## config.mk

```make
export PLATFORM = sky130hd
export DESIGN_NAME = reset_source_controller
export DESIGN_NICKNAME = d
export VERILOG_FILES = /design/src/rtl/reset_source_pkg.sv /design/src/rtl/bit_sync.sv /design/src/rtl/reset_source_controller.sv
export SDC_FILE = /design/constraint.sdc
export NUM_CORES = 1
export LEC_CHECK = 0
export BUFFER_PORTS_ARGS = -buffer_cell sky130_fd_sc_hd__buf_2
export CORE_AREA = 2 2 141 143
export DETAILED_ROUTE_END_ITERATION = 8
export DIE_AREA = 0 0 143 145
export GPL_TIMING_DRIVEN = 0
export PLACE_DENSITY_LB_ADDON = 0.3
export REMOVE_ABC_BUFFERS = 1
export SLEW_MARGIN = 0
export SYNTH_ARGS = -nofsm -noshare
export SYNTH_HDL_FRONTEND = slang
export SYNTH_HIERARCHICAL = 1
export SYNTH_SLANG_ARGS = --single-unit
```

## constraint.sdc

```tcl
create_clock -name ref_clk -period 3.15 [get_ports ref_clk]
set_input_delay 0 -clock ref_clk [delete_from_list [all_inputs] [get_ports ref_clk]]
set_output_delay 0 -clock ref_clk [all_outputs]
set_load 0.03 [all_outputs]
```

## src/rtl/reset_source_pkg.sv

```systemverilog
// Constants, register map and carrier types of the reset source controller.
package reset_source_pkg;

	// ----------------------------------------------------------------
	// Timing
	// ----------------------------------------------------------------
	localparam int CLK_MHZ         = 100;
	localparam int MIN_PULSE_NS    = 150;
	localparam int PRECISE_SUPPLY_MONITOR_HOLD_NS    = 10000;
	localparam int PULSE_CYC       = (MIN_PULSE_NS * CLK_MHZ + 999) / 1000;
	localparam int PRECISE_SUPPLY_MONITOR_HOLD_CYC   = (PRECISE_SUPPLY_MONITOR_HOLD_NS * CLK_MHZ + 999) / 1000;
	localparam int PULSE_W         = $clog2(PULSE_CYC + 1);
	localparam int HOLD_W          = $clog2(PRECISE_SUPPLY_MONITOR_HOLD_CYC + 1);
	localparam int BUZZ_ON_CYC     = 8;

	// ----------------------------------------------------------------
	// Register byte offsets
	// ----------------------------------------------------------------
	localparam logic [7:0] OFS_CTRL     = 8'h00;
	localparam logic [7:0] OFS_SOFT     = 8'h04;
	localparam logic [7:0] OFS_WDT_TMO  = 8'h08;
	localparam logic [7:0] OFS_WDT_KICK = 8'h0C;
	localparam logic [7:0] OFS_BUZZ     = 8'h10;
	localparam logic [7:0] OFS_STATUS   = 8'h14;
	localparam logic [7:0] OFS_IRQ      = 8'h18;

	// ----------------------------------------------------------------
	// Control field positions
	// ----------------------------------------------------------------
	localparam int CTL_WDT_EN    = 0;
	localparam int CTL_SOFT_BLK  = 1;
	localparam int CTL_ALOW_RST  = 2;
	localparam int CTL_DLOW_RST  = 3;
	localparam int CTL_AREG_OFF  = 4;
	localparam int CTL_ATRIP_LSB = 8;
	localparam int CTL_DTRIP_LSB = 12;
	localparam int CTL_IRQEN_LSB = 16;

	// ----------------------------------------------------------------
	// Status bit positions
	// ----------------------------------------------------------------
	localparam int ST_PRECISE_SUPPLY_MONITOR = 0;
	localparam int ST_EXT  = 1;
	localparam int ST_WDT  = 2;
	localparam int ST_SOFT = 3;
	localparam int ST_LVR  = 4;
	localparam int ST_IRQ0 = 5;

	// ----------------------------------------------------------------
	// Reset values
	// ----------------------------------------------------------------
	localparam logic [31:0] WDT_TMO_RST = 32'h0000_FFFF;
	localparam logic [15:0] BUZZ_RST    = 16'h03E8;
	localparam logic [3:0]  TRIP_RST    = 4'h0;

	typedef struct packed {
		logic [2:0] irqEn;
		logic [3:0] dTrip;
		logic [3:0] aTrip;
		logic       anaRegOff;
		logic       dLowRst;
		logic       aLowRst;
		logic       softBlock;
		logic       wdtEn;
	} ctrl_t;

	typedef struct packed {
		logic initPor;
		logic presDig;
		logic presAna;
		logic aHigh;
		logic dLow;
		logic aLow;
		logic extRstN;
	} trips_t;

endpackage

```

## src/rtl/bit_sync.sv

```systemverilog
// Two-stage synchroniser for a group of asynchronous levels.
`timescale 1ns/1ps
module bit_sync #(
	parameter int               WIDTH   = 1,
	parameter logic [WIDTH-1:0] RST_VAL = '0
) (
	// Clock and reset
	input  wire logic             ref_clk,
	input  wire logic             nrst,
	// Levels
	input  wire logic [WIDTH-1:0] asyncIn,
	output      logic [WIDTH-1:0] syncOut
);

	if (WIDTH < 1) begin : g_width_chk
		$error("bit_sync needs a WIDTH of at least one.");
	end

	typedef struct packed {
		logic [WIDTH-1:0] meta;
		logic [WIDTH-1:0] stable;
	} sync_t;

	sync_t st_q;
	sync_t st_d;

	always_comb begin
		st_d.meta   = asyncIn;
		st_d.stable = st_q.meta;
	end

	always_ff @(posedge ref_clk or negedge nrst) begin
		if (!nrst) begin
			st_q <= {RST_VAL, RST_VAL};
		end else begin
			st_q <= st_d;
		end
	end

	assign syncOut = st_q.stable;

endmodule // bit_sync

```

## src/rtl/reset_source_controller.sv

```systemverilog
// Reset source controller: combines supply, pin, watchdog and software resets.
// Operation
// - Out-of-range precise comparators cause a device reset; low-voltage ones only when set to, high-voltage never.
// - Supply monitors can raise an interrupt before the reset thresholds.
// - Device is held in reset while the external reset input is low.
// - Watchdog resets the device when not restarted within the timeout.
// - Watchdog enable is set-only; only power-on reset clears it.
// - Setting the software reset bit causes a device reset.
// - A blocking bit stops the software reset bit from acting.
// - Device reset returns all registers except watchdog enable and reset-cause status to their reset state.
// - Reset-cause status records events; only power-on reset clears it.
// - Reset pulse is at least 150 ns, longer while supplies ramp.
// - After boot the power-on detector hands off to the precise monitor.
// - Precise monitor trip resets; no reassertion within 10 us of release.
// - Digital precise part cannot be disabled; analog part follows regulator.
// - Precise monitor off in sleep and hibernate, except sleep buzz intervals.
// - Low trip levels are programmable in steps; high trip is fixed.
// - Each low-voltage detector may cause a reset instead of an interrupt.
// - Monitors idle until power-on ends; sleep interrupts wake first.
// - Sleep buzz interval is programmable.
// - External reset works in sleep and hibernate.
//
// Register access over APB and the register offsets were chosen for this implementation.
`timescale 1ns/1ps
module reset_source_controller (
	// Clock and power-on reset
	input  wire logic        ref_clk,
	input  wire logic        nrst,
	// APB slave
	input  wire logic        psel,
	input  wire logic        penable,
	input  wire logic        pwrite,
	input  wire logic [7:0]  paddr,
	input  wire logic [31:0] pwdata,
	output      logic [31:0] prdata,
	output      logic        pready,
	output      logic        pslverr,
	// Pins and supply comparators
	input  wire logic        ext_reset_n,
	input  wire logic        initial_power_on_detect,
	input  wire logic        precise_supply_monitor_dig,
	input  wire logic        precise_supply_monitor_ana,
	input  wire logic        analog_low_volt_irq,
	input  wire logic        digital_low_volt_irq,
	input  wire logic        analog_high_volt_irq,
	// Power manager
	input  wire logic        bootDone,
	input  wire logic        sleepMode,
	input  wire logic        hibernateMode,
	// Outputs
	output      logic        deviceResetN,
	output      logic        supplyIrq,
	output      logic        wakeupReq,
	output      logic        presEnable,
	output      logic [3:0]  analogTripLevel,
	output      logic [3:0]  digitalTripLevel
);

	// ----------------------------------------------------------------
	// State
	// ----------------------------------------------------------------
	typedef struct packed {
		reset_source_pkg::ctrl_t                    ctrl;
		logic [31:0]                                wdtTmo;
		logic [31:0]                                wdtCnt;
		logic [15:0]                                buzzIntv;
		logic [15:0]                                buzzCnt;
		logic [3:0]                                 buzzOn;
		logic                                       softReq;
		logic [7:0]                                 status;
		logic [2:0]                                 irqFlags;
		logic                                       presPrev;
		logic [reset_source_pkg::HOLD_W-1:0]        holdCnt;
		logic [reset_source_pkg::PULSE_W-1:0]       pulseCnt;
		logic [1:0]                                 relStage;
		logic                                       supplyIrq;
		logic                                       wakeupReq;
		logic                                       presEn;
		logic                                       pready;
		logic                                       pslverr;
		logic [31:0]                                prdata;
	} state_t;

	state_t                   st_q;
	state_t                   st_d;
	reset_source_pkg::trips_t trips;
	logic                     monActive;
	logic                     presRaw;
	logic                     presTrip;
	logic                     lowRst;
	logic                     wdtExpire;
	logic                     softFire;
	logic                     resetReq;
	logic                     active;
	logic [2:0]               lviTrip;
	logic                     busWr;
	logic                     busRd;

	// ----------------------------------------------------------------
	// Input synchronisers
	// ----------------------------------------------------------------
	// The pin stage starts at its idle high level, so power-on records no false pin reset.
	bit_sync #(
		.WIDTH   (7),
		.RST_VAL (7'h01)
	) u_trip_sync (
		.ref_clk (ref_clk),
		.nrst    (nrst),
		.asyncIn ({initial_power_on_detect, precise_supply_monitor_dig,
			precise_supply_monitor_ana, analog_high_volt_irq,
			digital_low_volt_irq, analog_low_volt_irq, ext_reset_n}),
		.syncOut (trips)
	);

	// ----------------------------------------------------------------
	// Source qualification
	// ----------------------------------------------------------------
	always_comb begin
		// Monitors idle until boot, and in low power except while buzzing.
		monActive = bootDone && ((!sleepMode && !hibernateMode)
			|| (sleepMode && !hibernateMode && st_q.buzzOn != 4'h0));
		// Digital part always armed; analog part follows the regulator.
		presRaw   = trips.presDig || (trips.presAna && !st_q.ctrl.anaRegOff);
		presTrip  = presRaw && monActive && st_q.holdCnt == '0;
		lviTrip   = {trips.aHigh, trips.dLow, trips.aLow} & {3{monActive}};
		lowRst    = (lviTrip[0] && st_q.ctrl.aLowRst)
			|| (lviTrip[1] && st_q.ctrl.dLowRst);
		wdtExpire = st_q.ctrl.wdtEn && st_q.wdtCnt >= st_q.wdtTmo;
		softFire  = st_q.softReq && !st_q.ctrl.softBlock;
		resetReq  = presTrip || lowRst || wdtExpire || softFire
			|| !trips.extRstN
			|| (trips.initPor && !bootDone);
		active    = resetReq || st_q.pulseCnt != '0;
		busWr     = psel && penable && pwrite && st_q.pready;
		busRd     = psel && penable && !pwrite && !st_q.pready;
	end

	// ----------------------------------------------------------------
	// Next state
	// ----------------------------------------------------------------
	always_comb begin
		st_d = st_q;

		// Reset stretch and two-stage synchronous release.
		if (resetReq) begin
			st_d.pulseCnt = reset_source_pkg::PULSE_W'(reset_source_pkg::PULSE_CYC);
		end else if (st_q.pulseCnt != '0) begin
			st_d.pulseCnt = st_q.pulseCnt - 1'b1;
		end
		if (active) begin
			st_d.relStage = 2'b00;
		end else begin
			st_d.relStage = {st_q.relStage[0], 1'b1};
		end

		// Hold-off after the precise monitor lets go.
		st_d.presPrev = presTrip;
		if (st_q.presPrev && !presTrip) begin
			st_d.holdCnt = reset_source_pkg::HOLD_W'(reset_source_pkg::PRECISE_SUPPLY_MONITOR_HOLD_CYC);
		end else if (st_q.holdCnt != '0) begin
			st_d.holdCnt = st_q.holdCnt - 1'b1;
		end

		// Sleep buzz timer.
		if (!sleepMode || hibernateMode) begin
			st_d.buzzCnt = 16'h0000;
			st_d.buzzOn  = 4'h0;
		end else if (st_q.buzzOn != 4'h0) begin
			st_d.buzzOn = st_q.buzzOn - 4'h1;
		end else if (st_q.buzzCnt >= st_q.buzzIntv) begin
			st_d.buzzCnt = 16'h0000;
			st_d.buzzOn  = 4'(reset_source_pkg::BUZZ_ON_CYC);
		end else begin
			st_d.buzzCnt = st_q.buzzCnt + 16'h0001;
		end
		st_d.presEn = monActive;

		// Watchdog counter.
		if (!st_q.ctrl.wdtEn || !st_q.relStage[1]) begin
			st_d.wdtCnt = 32'h0000_0000;
		end else if (!wdtExpire) begin
			st_d.wdtCnt = st_q.wdtCnt + 32'h0000_0001;
		end

		// Sticky cause and interrupt flags; a new event beats a software clear.
		if (presTrip) begin
			st_d.status[reset_source_pkg::ST_PRECISE_SUPPLY_MONITOR] = 1'b1;
		end
		if (!trips.extRstN) begin
			st_d.status[reset_source_pkg::ST_EXT] = 1'b1;
		end
		if (wdtExpire) begin
			st_d.status[reset_source_pkg::ST_WDT] = 1'b1;
		end
		if (softFire) begin
			st_d.status[reset_source_pkg::ST_SOFT] = 1'b1;
		end
		if (lowRst) begin
			st_d.status[reset_source_pkg::ST_LVR] = 1'b1;
		end

		// APB access: read data on the first access edge, write on the second.
		st_d.pready  = psel && penable && !st_q.pready;
		st_d.pslverr = 1'b0;
		if (busRd) begin
			st_d.prdata = 32'h0000_0000;
			if (paddr == reset_source_pkg::OFS_CTRL) begin
				st_d.prdata[reset_source_pkg::CTL_WDT_EN]   = st_q.ctrl.wdtEn;
				st_d.prdata[reset_source_pkg::CTL_SOFT_BLK] = st_q.ctrl.softBlock;
				st_d.prdata[reset_source_pkg::CTL_ALOW_RST] = st_q.ctrl.aLowRst;
				st_d.prdata[reset_source_pkg::CTL_DLOW_RST] = st_q.ctrl.dLowRst;
				st_d.prdata[reset_source_pkg::CTL_AREG_OFF] = st_q.ctrl.anaRegOff;
				st_d.prdata[reset_source_pkg::CTL_ATRIP_LSB +: 4] = st_q.ctrl.aTrip;
				st_d.prdata[reset_source_pkg::CTL_DTRIP_LSB +: 4] = st_q.ctrl.dTrip;
				st_d.prdata[reset_source_pkg::CTL_IRQEN_LSB +: 3] = st_q.ctrl.irqEn;
			end else if (paddr == reset_source_pkg::OFS_SOFT) begin
				st_d.prdata[0] = st_q.softReq;
			end else if (paddr == reset_source_pkg::OFS_WDT_TMO) begin
				st_d.prdata = st_q.wdtTmo;
			end else if (paddr == reset_source_pkg::OFS_WDT_KICK) begin
				st_d.prdata = st_q.wdtCnt;
			end else if (paddr == reset_source_pkg::OFS_BUZZ) begin
				st_d.prdata[15:0] = st_q.buzzIntv;
			end else if (paddr == reset_source_pkg::OFS_STATUS) begin
				st_d.prdata[7:0] = st_q.status;
			end else if (paddr == reset_source_pkg::OFS_IRQ) begin
				st_d.prdata[2:0] = st_q.irqFlags;
			end else begin
				st_d.pslverr = 1'b1;
			end
		end else if (psel && penable && pwrite && !st_q.pready) begin
			st_d.pslverr = !(paddr == reset_source_pkg::OFS_CTRL
				|| paddr == reset_source_pkg::OFS_SOFT
				|| paddr == reset_source_pkg::OFS_WDT_TMO
				|| paddr == reset_source_pkg::OFS_WDT_KICK
				|| paddr == reset_source_pkg::OFS_BUZZ
				|| paddr == reset_source_pkg::OFS_STATUS
				|| paddr == reset_source_pkg::OFS_IRQ);
		end else if (st_q.pready) begin
			st_d.pslverr = st_q.pslverr;
		end

		if (busWr) begin
			if (paddr == reset_source_pkg::OFS_CTRL) begin
				// Zero writes to the watchdog enable are ignored.
				st_d.ctrl.wdtEn     = st_q.ctrl.wdtEn
					|| pwdata[reset_source_pkg::CTL_WDT_EN];
				st_d.ctrl.softBlock = pwdata[reset_source_pkg::CTL_SOFT_BLK];
				st_d.ctrl.aLowRst   = pwdata[reset_source_pkg::CTL_ALOW_RST];
				st_d.ctrl.dLowRst   = pwdata[reset_source_pkg::CTL_DLOW_RST];
				st_d.ctrl.anaRegOff = pwdata[reset_source_pkg::CTL_AREG_OFF];
				st_d.ctrl.aTrip = pwdata[reset_source_pkg::CTL_ATRIP_LSB +: 4];
				st_d.ctrl.dTrip = pwdata[reset_source_pkg::CTL_DTRIP_LSB +: 4];
				st_d.ctrl.irqEn = pwdata[reset_source_pkg::CTL_IRQEN_LSB +: 3];
			end else if (paddr == reset_source_pkg::OFS_SOFT) begin
				st_d.softReq = pwdata[0];
			end else if (paddr == reset_source_pkg::OFS_WDT_TMO) begin
				st_d.wdtTmo = pwdata;
			end else if (paddr == reset_source_pkg::OFS_WDT_KICK) begin
				st_d.wdtCnt = 32'h0000_0000;
			end else if (paddr == reset_source_pkg::OFS_BUZZ) begin
				st_d.buzzIntv = pwdata[15:0];
			end else if (paddr == reset_source_pkg::OFS_IRQ) begin
				st_d.irqFlags = st_q.irqFlags & ~pwdata[2:0];
			end
		end

		// Interrupt-mode detectors set their flags after a software clear, before the device reset clear.
		for (int i = 0; i < 3; i++) begin
			if (lviTrip[i] && !(i == 0 && st_q.ctrl.aLowRst)
				&& !(i == 1 && st_q.ctrl.dLowRst)) begin
				st_d.irqFlags[i] = 1'b1;
				st_d.status[reset_source_pkg::ST_IRQ0 + i] = 1'b1;
			end
		end

		// In sleep, ask for wakeup first; the interrupt follows once awake.
		st_d.wakeupReq = sleepMode && |(st_q.irqFlags & st_q.ctrl.irqEn);
		st_d.supplyIrq = !sleepMode && !hibernateMode
			&& |(st_q.irqFlags & st_q.ctrl.irqEn);

		// A device reset returns the controls here to defaults.
		if (!st_q.relStage[1]) begin
			st_d.ctrl.softBlock = 1'b0;
			st_d.ctrl.aLowRst   = 1'b0;
			st_d.ctrl.dLowRst   = 1'b0;
			st_d.ctrl.anaRegOff = 1'b0;
			st_d.ctrl.aTrip     = reset_source_pkg::TRIP_RST;
			st_d.ctrl.dTrip     = reset_source_pkg::TRIP_RST;
			st_d.ctrl.irqEn     = 3'h0;
			st_d.softReq        = 1'b0;
			st_d.wdtTmo         = reset_source_pkg::WDT_TMO_RST;
			st_d.buzzIntv       = reset_source_pkg::BUZZ_RST;
			st_d.irqFlags       = 3'h0;
		end
	end

	always_ff @(posedge ref_clk or negedge nrst) begin
		if (!nrst) begin
			st_q          <= '0;
			st_q.pulseCnt <= reset_source_pkg::PULSE_W'(reset_source_pkg::PULSE_CYC);
			st_q.wdtTmo   <= reset_source_pkg::WDT_TMO_RST;
			st_q.buzzIntv <= reset_source_pkg::BUZZ_RST;
		end else begin
			st_q <= st_d;
		end
	end

	// ----------------------------------------------------------------
	// Outputs
	// ----------------------------------------------------------------
	assign deviceResetN     = st_q.relStage[1];
	assign supplyIrq        = st_q.supplyIrq;
	assign wakeupReq        = st_q.wakeupReq;
	assign presEnable       = st_q.presEn;
	assign analogTripLevel  = st_q.ctrl.aTrip;
	assign digitalTripLevel = st_q.ctrl.dTrip;
	assign prdata           = st_q.prdata;
	assign pready           = st_q.pready;
	assign pslverr          = st_q.pslverr;
endmodule // reset_source_controller

```

==> flow_metrics.env, run 1 <==
export IMPL_status="finished clean"
export IMPL_area_growth_syn_to_layout_pct=14.9
export IMPL_antenna_cells_inserted=0
export IMPL_detailed_routing_iterations_pass_1=6
export IMPL_final_layout_size_suffix_gt1_share_pct=16.4
export IMPL_worst_path_dominant_cell_family="compound AO/OA/AOI/OAI gates"
export IMPL_route_detailed_wl_per_inst_um=17.4
export IMPL_most_common_cell_after_layout_fill_and_taps_aside="dfrtp_1"
export IMPL_placeableCoreArea_um2=19200
export IMPL_yosys_register_bits=196
export IMPL_yosysSeqAreaShare_pct=46.5
export IMPL_power_density_cell_area_nw_per_um2=433
export IMPL_timing_critical_path_mode_cell="a21oi_1"
export IMPL_tritoncts_buffer_count=17
export IMPL_mappedNetlistArea_um2=10600
export IMPL_r2r_worst_path_cells=9
export IMPL_die_height_um=145
export IMPL_port_buffers=100
export IMPL_initial_utilization_pct=55.3
export IMPL_fp_row_count=51
export IMPL_gp_congestion=0.864
export IMPL_drt_iter0_drc=633
export IMPL_fmax_mhz=327
export IMPL_crit_path_capture_type="flip-flop"
export IMPL_hold_end="prdata[0]"
export IMPL_setup_worst_path_start_class="flip-flop"
export IMPL_post_dp_hpwl_mm=17.7
export IMPL_post_synth_edffs=0
export IMPL_clk_root_buffer_cell="clkbuf_16"
export IMPL_finalCriticalPeriod_ns=3.05
export IMPL_max_cap_violations=0
export IMPL_ys_async_sr_fraction_pct=100
export IMPL_post_route_cell_area_um2=12200
export IMPL_dieWidth_um=143
export IMPL_grt_max_degree=123
export IMPL_finClkSkew_ns=0.00697
export IMPL_worst_supply_voltage_drop_on_vdd_mv=0.385
export IMPL_grt_overflow_total=0
export IMPL_reg2reg_slack_ns=0.1
export IMPL_finalWirelength_mm=26.1
export IMPL_postSynth_topFlopCell="dfrtp_1"
export IMPL_cp_buffers_inverters=1
export IMPL_cts_sinks=196
export IMPL_layout_common_cells="166 x dfrtp_1, 141 x nand2_1, 99 x buf_2, 69 x inv_1, 66 x o21ai_0"
export IMPL_worst_ep_arrival_time_ns=3.40
export IMPL_syn_inst=1133
export IMPL_power_leakage_nw=5.45
export IMPL_post_synth_cell_area_avg_um2=9.38
export IMPL_path_cells="ha_1, a21oi_1, o21ai_1, a221o_1, nor4b_4, a31oi_4, buf_16, or4_1, a21oi_1"
export IMPL_multi_input_comb_area_um2=4990
export IMPL_timing_critical_path_slowest_cell_delay_ns=0.52
export IMPL_cts_tree="done"
export IMPL_yosys_warnings=6
export IMPL_met3WireLength_mm=1.23
export IMPL_crit_reg2reg_capture="st_q[127]"
export IMPL_placement_cell_area_um2=11100
export IMPL_pin_count=101
export IMPL_final_fill_count=1616
export IMPL_timing_hold_worst_path_depth=3
export IMPL_clk_pin_slew_worst_paths_ns=0.08
export IMPL_tightest_slew_ns=1.26
export IMPL_final_setup_viol_count=0
export IMPL_worst_hold_startpoint="pwrite"
export IMPL_max_slew_margin_pct=15.6
export IMPL_timing_final_max_slew_violations=0
export IMPL_reg2reg_launch_point="st_q[127]"
export IMPL_cts_path_max_buffers=2
export IMPL_finalPower_mw=5.29
export IMPL_drt_antenna_violating_nets=0
export IMPL_grt_use_total_pct=25.6
export IMPL_final_nets=1328
export IMPL_wirelength_met1_mm=11.1
export IMPL_class_of_the_worst_hold_path="in2reg"
export IMPL_clock_latency_late_sink_ns=0.44
export IMPL_critPathSlowestCell="or4_1"
export IMPL_critical_path_peak_fanout=31
export IMPL_met2_routed_wirelength_mm=13.1
export IMPL_worstSetupPathType="reg2reg"
export IMPL_critical_path_required_ns=3.50
export IMPL_hold_vio_cnt_final=0
export IMPL_detailroute_via_count=8817
export IMPL_number_of_distinct_library_cells_after_synthesis=62
export IMPL_sequential_cell_area_um2=4940
export IMPL_route_top_layer_used="met4"
export IMPL_post_route_drc_count=0
export IMPL_number_of_global_route_vias_before_repair=8569
export IMPL_grt_antenna_before_repair=0
export IMPL_maximum_level_of_the_cts_h_tree=4
export IMPL_die_area_um2=20700
export IMPL_global_route_wire_length_before_repair_mm=42.5
export IMPL_vias_per_cell=5.89
export IMPL_final_cycle_share_pct=96.9
## layer usage
metal / up-vias / GRT usage [%]
li1: 4200 / -
met1: 4321 / 33.5
met2: 251 / 43.0
met3: 45 / 4.36
met4: 0 / 8.56
met5: - / 0
## worst max-delay path by stage
stage              start        end  depth (start not counted)
2_1_floorplan   st_q[70]   st_q[66]                          9
3_3_place_gp    paddr[7]  st_q[138]                          6
4_1_cts        st_q[107]  st_q[115]                          8
5_1_grt        st_q[127]  st_q[127]                          9
3_5_place_dp    paddr[7]  st_q[119]                          7
6_report       st_q[127]  st_q[127]                          9
## flip-flops by register name (all words and copies together) (netlist names)
register and cells:
st_q 136, prdata 32, u_trip_sync/st_d 7, u_trip_sync/syncOut 7, analogTripLevel 4, digitalTripLevel 4, deviceResetN 1, pready 1
presEnable 1, pslverr 1, supplyIrq 1, wakeupReq 1
## power by group
part           leakage (nW)  switching [mW]  internal [mW]
clock                 0.280            1.06           1.05
combinational          2.64           0.304          0.193
sequential             2.53          0.0730           2.61
## cell type report
type	instances	area share, %
multi-input combinational	774	40.9
sequential	196	40.5
timing repair buffer	159	9.11
clock buffer	17	3.48
tap	265	2.72
inverter	70	2.15
clock inverter	15	1.15
## cell families (layout without fill, tap and decap cells)
logic type,Yosys count,in the layout,share of synthesized area [%]
flops,196,196,46.5
xor+xnor,10,10,0.824
buf+inv,164,261,7.30
simple gates,402,402,18.8
compound gates,275,276,17.1
mux,31,31,2.97
fa+ha+maj,55,55,6.47
## synthesized netlist by cell type, types with 3 or more instances
master | n | area [µm²]
o31ai_1 | 30 | 225
nor4b_1 | 3 | 26.3
a31oi_1 | 10 | 62.6
or2_2 | 5 | 31.3
buf_1 | 5 | 18.8
a21oi_1 | 55 | 275
a221oi_1 | 16 | 140
nor4_1 | 8 | 50.1
a21boi_0 | 18 | 135
and3_1 | 18 | 113
mux2_2 | 4 | 45.0
and2_1 | 8 | 50.1
nand2_1 | 142 | 533
o21a_1 | 10 | 75.1
clkbuf_1 | 46 | 173
nor2b_1 | 11 | 68.8
o211ai_1 | 19 | 143
dfrtp_1 | 168 | 4200
nand3_1 | 44 | 220
o311ai_0 | 12 | 105
ha_1 | 55 | 688
xnor2_1 | 9 | 78.8
or4_1 | 16 | 120
nor2_1 | 63 | 236
a21o_1 | 10 | 75.1
a22o_1 | 5 | 43.8
dfstp_2 | 28 | 736
nor3_1 | 16 | 80.1
o21ai_0 | 67 | 335
mux2i_1 | 27 | 270
nand4_1 | 17 | 106
nand2b_1 | 12 | 75.1
buf_4 | 40 | 300
inv_1 | 69 | 259
or3_1 | 20 | 125
nor3b_1 | 10 | 75.1
a22oi_1 | 7 | 52.6
## worst min-delay path, delay by kind of cell
kind	cells	cell delay, ns
AO/OA/AOI/OAI	1	0.17
buffers and inverters	1	0.10
AND/OR/NAND/NOR	1	0.16
## stage by stage
step | hold WS (ns) | instances | TNS (ns) | utilization [%] | worst slack [ns]
finish | 0.0355 | 1496 | 0 | 63.6 | 0.0963
global route | 0.0632 | 1496 | -0.000224 | 63.6 | -0.000224
CTS | 0.0327 | 1495 | 0 | 63.4 | 0.0295
detailed placement | 0.0217 | 1412 | -26.49 | 57.7 | -0.725
global placement | 0.106 | 1404 | -328.55 | 57.0 | -1.93
floorplan | -0.296 | 1039 | -7.71 | - | -0.576
## repair_timing
action,in CTS,in global routing
hold buffers,46,0
setup buffers,4,1
cloned,1,0
pin swaps,4,2
setup endpoints to repair,51,38
resized for setup,4,5
hold endpoints to repair,154,0
Power figures use the tool's default switching activity.
==> run 2, diff against run 1 <==
- SYNTH_HIERARCHICAL: 1 -> not set
==> run 2 against run 1 <==
  * Register-to-register slack about the same
  * Combinational power decreased by 7.2%
  * Largest power group unchanged
  * Count of clock-buffer cells in the layout increased by 2
==> flow_metrics.env, run 2 <==
export IMPL_tightest_slew_ns=1.30
export IMPL_critical_path_peak_fanout=15
export IMPL_finClkSkew_ns=0.0124
export IMPL_detailroute_via_count=8580
export IMPL_hold_vio_cnt_final=0
export IMPL_drt_iter0_drc=657
export IMPL_post_route_drc_count=0
export IMPL_finalPower_mw=5.55
export IMPL_grt_overflow_total=0
export IMPL_number_of_global_route_vias_before_repair=8340
export IMPL_worst_supply_voltage_drop_on_vdd_mv=0.392
export IMPL_global_route_wire_length_before_repair_mm=41.8
export IMPL_setup_worst_path_start_class="flip-flop"
export IMPL_finalWirelength_mm=25.9
export IMPL_timing_final_max_slew_violations=0
export IMPL_final_setup_viol_count=0
export IMPL_cts_sinks=196
export IMPL_post_synth_cell_area_avg_um2=9.53
export IMPL_layout_common_cells="168 x dfrtp_1, 131 x nand2_1, 99 x buf_2, 76 x a21oi_1, 68 x inv_1"
export IMPL_max_cap_violations=0
export IMPL_tritoncts_buffer_count=17
export IMPL_gp_congestion=0.849
export IMPL_yosys_warnings=0
export IMPL_yosysSeqAreaShare_pct=47.0
export IMPL_power_leakage_nw=5.44
export IMPL_final_layout_size_suffix_gt1_share_pct=17.1
export IMPL_synth_top_area_share_pct=40.0
export IMPL_minimum_hold_slack_ns=0.0379
export IMPL_dieWidth_um=143
export IMPL_number_of_distinct_library_cells_after_synthesis=70
export IMPL_rsz0062_at_grt="no"
export IMPL_fp_row_count=51
export IMPL_worst_ep_arrival_time_ns=3.35
export IMPL_mappedNetlistArea_um2=10500
export IMPL_grt_max_degree=101
export IMPL_worst_path_dominant_cell_family="compound AO/OA/AOI/OAI gates"
export IMPL_placeableCoreArea_um2=19200
export IMPL_finalCriticalPeriod_ns=3.04
export IMPL_drt_antenna_violating_nets=0
export IMPL_postSynth_topFlopCell="dfrtp_1"
export IMPL_fin_cells=1478
export IMPL_final_nets=1310
export IMPL_fin_tns_setup_ns=0
export IMPL_timing_critical_path_slowest_cell_delay_ns=0.56
export IMPL_multi_input_comb_area_um2=4870
export IMPL_grt_use_total_pct=25.1
export IMPL_synth_most_common_cell="dfrtp_1"
export IMPL_clk_pin_slew_worst_paths_ns=0.07
export IMPL_crit_path_capture_type="flip-flop"
export IMPL_post_synth_edffs=0
export IMPL_placedCellCount=1387
export IMPL_critPathSlowestCell="or4_1"
export IMPL_critical_path_required_ns=3.46
export IMPL_status="finished clean"
export IMPL_max_slew_margin_pct=13.3
export IMPL_detailed_routing_iterations_pass_1=5
export IMPL_clk_root_buffer_cell="clkbuf_16"
export IMPL_maximum_level_of_the_cts_h_tree=4
export IMPL_cts_path_max_buffers=2
export IMPL_final_fill_count=1547
export IMPL_route_detailed_wl_per_inst_um=17.5
export IMPL_largest_register_ffs=136
export IMPL_antenna_cells_inserted=0
export IMPL_worstSetupPathType="reg2reg"
export IMPL_synth_top_cells_by_area="dfrtp_1 40%, dfstp_2 7.0%, ha_1 6.5%"
export IMPL_post_dp_hpwl_mm=17.4
export IMPL_initial_utilization_pct=54.8
export IMPL_synth_largest_area_cell="dfrtp_1"
export IMPL_die_height_um=145
export IMPL_vias_per_cell=5.81
export IMPL_fmax_mhz=329
export IMPL_pin_count=101
export IMPL_final_cycle_share_pct=96.5
export IMPL_cts_tree="done"
export IMPL_ys_top_cells_by_count="168 x dfrtp_1, 131 x nand2_1, 77 x a21oi_1"
export IMPL_area_growth_syn_to_layout_pct=16.1
export IMPL_timing_critical_path_mode_cell="a21oi_1"
export IMPL_syn_inst=1104
export IMPL_sequential_cell_area_um2=4940
export IMPL_clock_latency_late_sink_ns=0.44
export IMPL_path_cells="ha_1, a21oi_1, o21ai_0, a41oi_1, a311o_2, nand2_4, or4_1, a21oi_1"
export IMPL_grt_antenna_before_repair=0
export IMPL_power_density_cell_area_nw_per_um2=454
export IMPL_most_common_cell_after_layout_fill_and_taps_aside="dfrtp_1"
export IMPL_cp_buffers_inverters=0
export IMPL_top_register="st_q"
export IMPL_class_of_the_worst_hold_path="in2reg"
export IMPL_ys_async_sr_fraction_pct=100
export IMPL_yosys_register_bits=196
export IMPL_port_buffers=100
export IMPL_die_area_um2=20700
==> run 2: changes by cell type in the layout (fill, tap and decap cells not counted), moves of 9 or more <==
cell | before | now
a21oi_1 | 55 | 76
a21boi_0 | 18 | 0
a2bb2oi_1 | 0 | 15
o211ai_1 | 19 | 5
o311ai_0 | 12 | 0
o21ai_0 | 66 | 55
o31ai_1 | 30 | 19
nand2_1 | 141 | 131
or4_1 | 16 | 6
nand3_1 | 44 | 53
==> run 2: report_power, final <==
| part | leakage, nW | switching, mW | internal, mW |
|---|---|---|---|
| sequential | 2.54 | 0.0660 | 2.60 |
| clock | 0.316 | 0.996 | 1.43 |
| combinational | 2.59 | 0.268 | 0.193 |
==> run 2: layer usage <==
| metal | global-route usage [%] | wire (µm) | vias to the layer above |
|---|---|---|---|
| met4 | 7.23 | 504 | 0 |
| met3 | 4.62 | 1240 | 52 |
| met1 | 33.1 | 11300 | 4175 |
| met2 | 42.2 | 12900 | 252 |
| li1 | - | - | 4101 |
| met5 | 0 | 0 | - |
==> run 2: cell families (layout without fill, tap and decap cells) <==
kind of cell | Yosys count | after routing | share of synthesized area (%)
XOR/XNOR | 22 | 22 | 1.83
adder cells (fa/ha/maj) | 55 | 55 | 6.54
AND/OR/NAND/NOR | 385 | 385 | 18.2
AO/OA/AOI/OAI | 259 | 259 | 16.0
buffers and inverters | 156 | 265 | 7.42
multiplexers | 31 | 31 | 2.96
flip-flops | 196 | 196 | 47.0
==> run 2: final cells by class <==
class	instances	share of cell area, %
repair buffers	164	9.48
multi-input cells	752	39.9
clock inverters	13	1.82
clock buffers	19	3.55
inverters	69	2.12
well taps	265	2.72
flip-flops and latches	196	40.5
==> run 2: worst paths after layout <==
kind                                startpoint                     end  slack (ns)  depth (start not counted)
min                                   paddr[4]                 pslverr        0.04                          3
min in group asynchronous                 nrst              prdata[30]        0.19                          2
max                                  st_q[117]               st_q[118]        0.11                          8
max in group asynchronous                 nrst                st_q[40]        2.02                          3
min reg2reg                u_trip_sync.st_d[3]  u_trip_sync.syncOut[3]        0.35                          0
max reg2reg                          st_q[117]               st_q[118]        0.11                          8
==> run 2: tightest hold or removal path, stage by stage <==
cell	delay, ns
buf_2	0.16
a31o_2	0.17
a22o_1	0.11
==> run 2: per-stage QoR <==
step / worst slack, ns / area (µm²) / util, %
2_1_floorplan: 0.0617 / 9990 / -
3_3_place_gp: -1.21 / 10800 / 56.4
3_5_place_dp: -0.277 / 11000 / 57.0
4_1_cts: 0.00674 / 12100 / 62.9
5_1_grt: 0.0321 / 12200 / 63.6
6_report: 0.109 / 12200 / 63.6
==> run 2: repair_timing <==
item,in CTS,in global routing
resized for setup,3,4
pin swaps,0,6
hold buffers,45,1
endpoints found under the setup margin,19,45
cloned,0,0
setup buffers,0,12
endpoints found under the hold margin,169,1
